[src/verilog/tsp_consts.svh]
// Register offsets, field positions, reset values and codes of the test page.
// Assumes inclusion by bare name from design files only.
`ifndef TSP_CONSTS_SVH
`define TSP_CONSTS_SVH

// ----------------------------------------
// Register indices, byte address is four times the index
// ----------------------------------------
`define TSP_OFS_PROBE_SEL 8'h32
`define TSP_OFS_PIN_EN 8'h33
`define TSP_OFS_PIN_VAL 8'h34
`define TSP_OFS_PROBE_VIEW 8'h35
`define TSP_OFS_SELFTEST 8'h36
`define TSP_OFS_MISC 8'h31

// ----------------------------------------
// Field positions
// ----------------------------------------
`define TSP_BIT_REORDER 7
`define TSP_BIT_PRBS9 6
`define TSP_BIT_PRBS15 5
`define TSP_BIT_AUX_EN 7
`define TSP_BIT_GPIO_MODE 7
`define TSP_BIT_NLGAIN 6
`define TSP_BIT_SECCLK_D1 3

// ----------------------------------------
// Reset values and codes
// ----------------------------------------
`define TSP_RST_PROBE_SEL 8'h00
`define TSP_RST_PIN_EN 8'h80
`define TSP_RST_PIN_VAL 8'h00
`define TSP_RST_SELFTEST 8'h40
`define TSP_RST_MISC 8'h00
`define TSP_SELFTEST_ARM 4'h9
`define TSP_SERIAL_PINS 5'h1f

`endif

[src/verilog/tsp_pkg.sv]
// Types shared by the test-page register block.
// Assumes nothing of its surroundings.
`default_nettype none
package tsp_pkg;
    typedef enum logic [1:0] {
        TSP_HOST_PAR = 2'b00,
        TSP_HOST_SPI = 2'b01,
        TSP_HOST_UART = 2'b10,
        TSP_HOST_I2C = 2'b11
    } tsp_host_t;

    typedef struct packed {
        logic [6:0] out;
        logic [6:0] oe_n;
    } tsp_pins_t;

    typedef struct packed {
        logic prbs9;
        logic prbs15;
        logic tx_start;
    } tsp_prbs_ctl_t;
endpackage
`default_nettype wire

[src/verilog/tsp_prbs.sv]
// Pseudo-random bit generator, PRBS9 or PRBS15.
// Assumes a same-clock start pulse and enable levels.
`default_nettype none
module tsp_prbs (
    input wire logic aclk,
    input wire logic aresetn,
    input wire tsp_pkg::tsp_prbs_ctl_t ctl,
    output logic active,
    output logic bit_out
);
    logic [14:0] lfsr;
    logic run;
    logic en;
    logic en_q;
    logic fb;

    assign en = ctl.prbs9 | ctl.prbs15;
    assign fb = ctl.prbs9 ? (lfsr[8] ^ lfsr[4]) : (lfsr[14] ^ lfsr[13]);
    assign active = run;

    always_ff @(posedge aclk) begin
        if (!aresetn) begin
            lfsr <= 15'h7fff;
            run <= 1'b0;
            en_q <= 1'b0;
            bit_out <= 1'b0;
        end else begin
            en_q <= en;
            if (en && !en_q) begin
                lfsr <= 15'h7fff;
                run <= 1'b0;
            end else if (!en) begin
                run <= 1'b0;
            end else if (ctl.tx_start) begin
                run <= 1'b1;
            end
            if (run && en) begin
                lfsr <= {lfsr[13:0], fb};
                bit_out <= ctl.prbs9 ? lfsr[8] : lfsr[14];
            end
        end
    end
endmodule
`default_nettype wire

[src/verilog/tsp_regs.sv]
// Test-page registers: probe routing, PRBS control, GPIO on data pins.
// Assumes an AXI4-Lite master on aclk; pin inputs come from outside.
//
// The AXI4-Lite slave port was left to the implementer.
`include "tsp_consts.svh"
`default_nettype none
module tsp_regs #(
    parameter int GROUPS = 32
) (
    input wire logic aclk,
    input wire logic aresetn,
    input wire logic [7:0] s_axi_awaddr,
    input wire logic s_axi_awvalid,
    output logic s_axi_awready,
    input wire logic [31:0] s_axi_wdata,
    input wire logic [3:0] s_axi_wstrb,
    input wire logic s_axi_wvalid,
    output logic s_axi_wready,
    output logic [1:0] s_axi_bresp,
    output logic s_axi_bvalid,
    input wire logic s_axi_bready,
    input wire logic [7:0] s_axi_araddr,
    input wire logic s_axi_arvalid,
    output logic s_axi_arready,
    output logic [31:0] s_axi_rdata,
    output logic [1:0] s_axi_rresp,
    output logic s_axi_rvalid,
    input wire logic s_axi_rready,
    input wire tsp_pkg::tsp_host_t host_mode,
    input wire logic [GROUPS*8-1:0] probe_groups,
    input wire logic secure_clock,
    input wire logic tx_command,
    input wire logic selftest_command,
    input wire logic [6:0] pin_in,
    output tsp_pkg::tsp_pins_t pins,
    output logic uart_aux_output_line_en,
    output logic uart_request_line_en,
    output logic signal_output_pin,
    output logic receiver_nonlinear_gain,
    output logic selftest_start,
    output logic prbs_active,
    output logic prbs_bit
);
    // ----------------------------------------
    // Registers
    // ----------------------------------------
    logic [7:0] probe_and_prbs_select;
    logic [7:0] pin_driver_enable_control;
    logic [7:0] pin_gpio_value_control;
    logic [7:0] selftest_control;
    logic [7:0] misc_select;
    logic [6:0] pin_s1;
    logic [6:0] pin_s2;

    // ----------------------------------------
    // Write channel
    // ----------------------------------------
    logic aw_held;
    logic w_held;
    logic [7:0] aw_addr;
    logic [7:0] w_data;
    logic w_lane0;
    logic do_write;
    logic wr_ok;
    logic aw_take;
    logic w_take;

    assign s_axi_awready = !aw_held && !s_axi_bvalid;
    assign s_axi_wready = !w_held && !s_axi_bvalid;
    assign aw_take = s_axi_awvalid && s_axi_awready;
    assign w_take = s_axi_wvalid && s_axi_wready;
    assign do_write = aw_held && w_held && !s_axi_bvalid;
    assign wr_ok = (aw_addr == `TSP_OFS_PROBE_SEL) || (aw_addr == `TSP_OFS_PIN_EN)
        || (aw_addr == `TSP_OFS_PIN_VAL) || (aw_addr == `TSP_OFS_SELFTEST)
        || (aw_addr == `TSP_OFS_MISC) || (aw_addr == `TSP_OFS_PROBE_VIEW);

    always_ff @(posedge aclk) begin
        if (!aresetn) begin
            aw_held <= 1'b0;
            w_held <= 1'b0;
            aw_addr <= 8'h00;
            w_data <= 8'h00;
            w_lane0 <= 1'b0;
            s_axi_bvalid <= 1'b0;
            s_axi_bresp <= 2'h0;
        end else begin
            if (aw_take) begin
                aw_held <= 1'b1;
                aw_addr <= {2'h0, s_axi_awaddr[7:2]};
            end
            if (w_take) begin
                w_held <= 1'b1;
                w_data <= s_axi_wdata[7:0];
                w_lane0 <= s_axi_wstrb[0];
            end
            if (do_write) begin
                aw_held <= 1'b0;
                w_held <= 1'b0;
                s_axi_bvalid <= 1'b1;
                s_axi_bresp <= wr_ok ? 2'h0 : 2'h3;
            end else if (s_axi_bvalid && s_axi_bready) begin
                s_axi_bvalid <= 1'b0;
            end
        end
    end

    logic wr_en;
    assign wr_en = do_write && w_lane0;

    always_ff @(posedge aclk) begin
        if (!aresetn) begin
            probe_and_prbs_select <= `TSP_RST_PROBE_SEL;
            pin_driver_enable_control <= `TSP_RST_PIN_EN;
            pin_gpio_value_control <= `TSP_RST_PIN_VAL;
            selftest_control <= `TSP_RST_SELFTEST;
            misc_select <= `TSP_RST_MISC;
        end else if (wr_en) begin
            case (aw_addr)
                `TSP_OFS_PROBE_SEL: probe_and_prbs_select <= w_data;
                `TSP_OFS_PIN_EN: pin_driver_enable_control <= w_data;
                `TSP_OFS_PIN_VAL: pin_gpio_value_control <= w_data;
                `TSP_OFS_SELFTEST: selftest_control <= w_data & 8'h4f;
                `TSP_OFS_MISC: misc_select <= w_data & 8'h0f;
                default: ;
            endcase
        end
    end

    // ----------------------------------------
    // Pin synchroniser
    // ----------------------------------------
    always_ff @(posedge aclk) begin
        if (!aresetn) begin
            pin_s1 <= 7'h00;
            pin_s2 <= 7'h00;
        end else begin
            pin_s1 <= pin_in;
            pin_s2 <= pin_s1;
        end
    end

    // ----------------------------------------
    // Probe bus
    // ----------------------------------------
    logic [4:0] probe_group_select;
    logic [7:0] probe_bus;
    logic [6:0] probe_pins;
    logic probe_bus_reorder;
    logic [2:0] probe_bit_select;

    assign probe_group_select = probe_and_prbs_select[4:0];
    assign probe_bus_reorder = probe_and_prbs_select[`TSP_BIT_REORDER];
    assign probe_bit_select = misc_select[2:0];
    assign probe_bus = (32'(probe_group_select) < GROUPS) ?
        probe_groups[probe_group_select*8 +: 8] : 8'h00;

    // Reordered: pin k carries probe bit listed at position k of the order
    assign probe_pins = probe_bus_reorder ?
        {probe_bus[1], probe_bus[0], probe_bus[5], probe_bus[6],
         probe_bus[2], probe_bus[3], probe_bus[4]} : probe_bus[6:0];

    // ----------------------------------------
    // Pin control
    // ----------------------------------------
    logic serial_host;
    logic uart_aux_lines_enable;
    logic pin_gpio_mode;
    logic secure_clock_on_pin1;
    logic secure_d1;
    logic [6:0] pin_driver_enables;
    logic [6:0] pin_gpio_levels;
    logic [6:0] usable;
    logic [6:0] gpio_oe;
    logic gpio_on;

    assign serial_host = host_mode != tsp_pkg::TSP_HOST_PAR;
    assign uart_aux_lines_enable = pin_driver_enable_control[`TSP_BIT_AUX_EN];
    assign pin_gpio_mode = pin_gpio_value_control[`TSP_BIT_GPIO_MODE];
    assign secure_clock_on_pin1 = misc_select[`TSP_BIT_SECCLK_D1];
    assign pin_driver_enables = pin_driver_enable_control[6:0];
    assign pin_gpio_levels = pin_gpio_value_control[6:0];
    assign secure_d1 = secure_clock_on_pin1 && serial_host;
    assign usable = ((host_mode == tsp_pkg::TSP_HOST_SPI) ||
        ((host_mode == tsp_pkg::TSP_HOST_UART) && uart_aux_lines_enable)) ?
        {2'b00, `TSP_SERIAL_PINS} : 7'h7f;
    assign gpio_on = pin_gpio_mode && serial_host;
    assign gpio_oe = serial_host ? (pin_driver_enables & usable & {5'h1f, !secure_d1, 1'b1})
        : 7'h00;
    assign uart_aux_output_line_en = uart_aux_lines_enable;
    assign uart_request_line_en = uart_aux_lines_enable;

    logic [6:0] next_out;
    logic [6:0] next_oe;
    always_comb begin
        next_out = gpio_on ? pin_gpio_levels : probe_pins;
        next_oe = gpio_oe;
        if (secure_d1) begin
            next_out[1] = secure_clock;
            next_oe[1] = 1'b1;
        end
    end

    always_ff @(posedge aclk) begin
        if (!aresetn) begin
            pins.out <= 7'h00;
            pins.oe_n <= 7'h7f;
            signal_output_pin <= 1'b0;
            receiver_nonlinear_gain <= 1'b0;
            selftest_start <= 1'b0;
        end else begin
            pins.out <= next_out;
            pins.oe_n <= ~next_oe;
            signal_output_pin <= probe_bus[probe_bit_select];
            receiver_nonlinear_gain <= selftest_control[`TSP_BIT_NLGAIN];
            selftest_start <= selftest_command &&
                (selftest_control[3:0] == `TSP_SELFTEST_ARM);
        end
    end

    // ----------------------------------------
    // PRBS generator
    // ----------------------------------------
    tsp_pkg::tsp_prbs_ctl_t prbs_ctl;
    assign prbs_ctl.prbs9 = probe_and_prbs_select[`TSP_BIT_PRBS9];
    assign prbs_ctl.prbs15 = probe_and_prbs_select[`TSP_BIT_PRBS15] &&
        !probe_and_prbs_select[`TSP_BIT_PRBS9];
    assign prbs_ctl.tx_start = tx_command;

    tsp_prbs u_prbs (
        .aclk(aclk),
        .aresetn(aresetn),
        .ctl(prbs_ctl),
        .active(prbs_active),
        .bit_out(prbs_bit)
    );

    // ----------------------------------------
    // Read channel
    // ----------------------------------------
    logic [7:0] rd_addr;
    logic [7:0] rd_val;

    assign s_axi_arready = !s_axi_rvalid;
    // Register index from the word address
    assign rd_addr = {2'h0, s_axi_araddr[7:2]};

    always_comb begin
        rd_val = 8'h00;
        case (rd_addr)
            `TSP_OFS_PROBE_SEL: rd_val = probe_and_prbs_select;
            `TSP_OFS_PIN_EN: rd_val = pin_driver_enable_control;
            `TSP_OFS_PIN_VAL: rd_val = pin_gpio_mode ? {1'b1, pin_s2}
                : pin_gpio_value_control;
            `TSP_OFS_PROBE_VIEW: rd_val = probe_bus;
            `TSP_OFS_SELFTEST: rd_val = selftest_control;
            `TSP_OFS_MISC: rd_val = misc_select;
            default: rd_val = 8'h00;
        endcase
    end

    logic rd_hit;
    assign rd_hit = (rd_addr == `TSP_OFS_PROBE_SEL) || (rd_addr == `TSP_OFS_PIN_EN)
        || (rd_addr == `TSP_OFS_PIN_VAL) || (rd_addr == `TSP_OFS_PROBE_VIEW)
        || (rd_addr == `TSP_OFS_SELFTEST) || (rd_addr == `TSP_OFS_MISC);

    always_ff @(posedge aclk) begin
        if (!aresetn) begin
            s_axi_rvalid <= 1'b0;
            s_axi_rdata <= 32'h0000_0000;
            s_axi_rresp <= 2'h0;
        end else if (s_axi_arvalid && s_axi_arready) begin
            s_axi_rvalid <= 1'b1;
            s_axi_rdata <= {24'h000000, rd_val};
            s_axi_rresp <= rd_hit ? 2'h0 : 2'h3;
        end else if (s_axi_rvalid && s_axi_rready) begin
            s_axi_rvalid <= 1'b0;
        end
    end
endmodule
`default_nettype wire

[config.mk]
export PLATFORM = sky130hd
export DESIGN_NAME = tsp_regs
export DESIGN_NICKNAME = d
export VERILOG_FILES = /design/src/verilog/tsp_pkg.sv /design/src/verilog/tsp_prbs.sv /design/src/verilog/tsp_regs.sv
export VERILOG_INCLUDE_DIRS = /design/src /design/src/verilog
export SDC_FILE = /design/constraint.sdc
export NUM_CORES = 1
export LEC_CHECK = 0
export BUFFER_PORTS_ARGS = -buffer_cell sky130_fd_sc_hd__buf_4
export CORE_AREA = 2 2 152 154
export CTS_BUF_LIST = sky130_fd_sc_hd__clkbuf_16
export DETAILED_ROUTE_END_ITERATION = 10
export DIE_AREA = 0 0 154 156
export PLACE_DENSITY = 0.6
export SYNTH_ARGS = -nofsm -noshare
export SYNTH_HDL_FRONTEND = slang
export SYNTH_HIERARCHICAL = 1
export SYNTH_SLANG_ARGS = --single-unit
[constraint.sdc]
create_clock -name aclk -period 2.65 [get_ports aclk]
set_input_delay 0.53 -clock aclk [delete_from_list [all_inputs] [get_ports aclk]]
set_output_delay 0.53 -clock aclk [all_outputs]
set_load 0.1 [all_outputs]
==> impl_metrics.yaml <==
outcome:
  outcome: "finished clean"
timing:
  rsz0062_at_grt: "no"
  worstMarginPinSlew_ns: 0.765
  setup_viol: 0
  hold_viol: 0
  fin_skew_ns: 0.0103
  slew_violations: 0
  fin_hold_ws_ns: 0.378
  fin_crit_sh_pct: 96.8
  tns_ns: 0
  max_freq_mhz: 390
  slew_headroom_pct: 49.0
  period_minus_slack_ns: 2.57
setup_path:
  crit_path_end_kind: "flop"
  r2r-end: "s_axi_rdata[2]$_SDFFE_PN0P_"
  r2r_slack_ns: 0.08
  endpoint: "s_axi_rdata[2]$_SDFFE_PN0P_"
  required_ns: 2.89
  regToRegStartpoint: "probe_and_prbs_select[0]$_SDFFE_PN0P_"
  path_max_fanout: 13
  startpoint_type: "flop"
  arrival_ns: 2.81
  path_class: "reg -> reg"
  setup.worst_path.start: "probe_and_prbs_select[0]$_SDFFE_PN0P_"
  ff2ff_path_depth: 8
clocking:
  insertion_delay_ns: 0.35
  htreeDepth: 3
  cts.reportedPaths.clkPinSlew_ns: 0.08
  cts_root_buf: "clkbuf_16"
  clock_path_buffers: 2
  cts.sinks: 111
  cts_tree: "yes"
  postCtsHoldBufs: 0
  numCtsBuffers: 9
cells_and_area:
  antenna_cells: 0
  drive_gt1_share_pct: 43.0
  postLayoutCoreUtil_pct: 46.2
  fillers: 2172
  multiInputGateArea_sq_um: 4430
  nets: 1395
  syn2layout_area_growth_pct: 45.2
  regArea_sq_um: 2230
floorplanning:
  die_x_um: 154
  start_util_pct: 31.8
  die_y_um: 156
  die_area_sq_um: 24000
  core_area_sq_um: 22400
  placementRows: 55
  ios: 389
routing:
  drc_errors: 0
  drt_iter0_markers: 430
  vias_per_cell: 5.02
  postRouteAntennaNets: 0
  routed_wl_um: 25400
  drt_first_pass_iters: 5
  wire_per_inst_um: 18.7
  vias: 6817
yosys:
  ys.flop_type: "dfxtp_1"
  async_flop_share_pct: 0
  syn_area_sq_um: 7110
  synth-edff-count: 0
  synthMostInstantiatedCell: "dfxtp_1"
  synth_area_leaders: "dfxtp_1 31%, mux2i_1 15%, mux4_2 12%, nor2b_1 6.0%, buf_4 3.5%"
  syn_area_per_cell_sq_um: 9.63
  yosysWarnings: 6
  yosys.area.top_type: "dfxtp_1"
  synth.distinct_cells: 62
  ys_ff_latch: 111
  netlist_top_cells_count: "111 x dfxtp_1, 104 x mux2i_1, 68 x nor2b_1, 50 x nand2_1, 39 x mux4_2"
  syn-instance-count: 738
  synth_top_area_share_pct: 31.3
  ys_seq_area_share_pct: 31.3
global_routing:
  antenna_found_initial: 0
  grt_usage_pct: 20.7
  grt-ovfl-total: 0
  grt_pass1_vias: 6709
  grt_start_max_net_pins: 84
  grt_pass1_wl_um: 38600
placement:
  gp_congestion: 0.904
  dpl.hpwl_um: 20700
  portBuffers: 333
power_and_ir_drop:
  p_leak_nw: 4.34
  power_density_nw_per_um2: 391
  vdd_drop_max_mv: 0.307
  finalPower_mw: 4.03
worst_hold_path:
  hold_path.class: "in -> reg"
run:
  maxCapViolations: 0
==> per-stage QoR <==
stage	setup slack (ns)	cell area, sq um	instances
after global routing	0.00858	10300	1358
after CTS	0.0308	10300	1356
after global placement	-0.0174	9980	1340
final	0.0847	10300	1358
after detailed placement	-0.0409	9980	1340
after floorplan	0.0192	7200	761
==> layout by cell type, fill, tap and decap left out, drive strengths merged, types with 7 or more instances in the layout <==
cell type / count
a21oi: 28
a22oi: 15
a31oi: 7
and2: 19
buf: 378
clkbuf: 9
conb: 24
dfxtp: 111
inv: 16
mux2i: 104
mux4: 41
nand2: 50
nand3: 25
nor2: 32
nor2b: 68
o211ai: 8
o21ai: 34
==> area by class of cell <==
cell class	count	share of cell area [%]
Clock buffer	9	2.18
Clock inverter	7	0.812
Inverter	12	0.473
Multi-Input combinational cell	556	42.9
Sequential cell	111	21.6
Tap cell	285	3.45
Timing Repair Buffer	378	28.6
==> where the power goes <==
part	switching [mW]	leakage [nW]	internal, mW
Clock	0.686	0.152	0.682
Sequential	0.0362	0.907	1.70
Combinational	0.491	3.29	0.433
==> how the worst min path moves through the flow <==
stage / start / to / cells after the start
after floorplan: pin_driver_enable_control[3]$_SDFFE_PN0P_ / pins[3]$_SDFF_PN1_ / 1
after global placement: pin_driver_enable_control[3]$_SDFFE_PN0P_ / pins[3]$_SDFF_PN1_ / 1
after detailed placement: pin_driver_enable_control[3]$_SDFFE_PN0P_ / pins[3]$_SDFF_PN1_ / 1
after CTS: pin_in[1] / pin_s1[1]$_SDFF_PN0_ / 2
after global routing: pin_in[2] / pin_s1[2]$_SDFF_PN0_ / 2
final: pin_in[1] / pin_s1[1]$_SDFF_PN0_ / 2
==> state kept, by name (all words and copies together), names as in the netlist, 4 cells and up <==
signal / count
pins: 14
pin_s1: 7
probe_and_prbs_select: 8
selftest_control: 5
u_prbs/lfsr: 15
pin_driver_enable_control: 8
misc_select: 4
pin_gpio_value_control: 8
aw_addr: 6
pin_s2: 7
w_data: 8
s_axi_rdata: 8
==> metal layers <==
metal / wire, um / global-route usage, %
met1: 11900 / 29.0
met2: 11700 / 33.4
met3: 1570 / 4.64
met4: 231 / 3.12
met5: 0 / 0
==> cell families (layout without fill, tap and decap cells) <==
group,count (synthesis),after routing,share of synthesized area (%)
DFF,111,111,31.3
xor gates and xnor gates,2,2,0.247
buffers and inverters,94,406,7.73
and+or+nand+nor,240,240,18.4
AOI/OAI and AO/OA,139,139,13.6
muxes,151,151,28.7
other,1,24,0.0528
==> critical path: stages, from the launching register on <==
cell and delay (ns):
dfxtp_4 0.50, buf_4 0.21, mux4_2 0.50, mux2_2 0.28, a21oi_1 0.23, a31oi_1 0.13, a221o_1 0.38, a22oi_1 0.16
nor2b_1 0.06
==> timing repair <==
item / in CTS / in global routing
endpoints found under the hold margin: 0 / 0
buffers inserted: 0 / 2
gates resized for setup: 1 / 1
setup endpoints to repair: 3 / 6
Power figures use the tool's default switching activity.
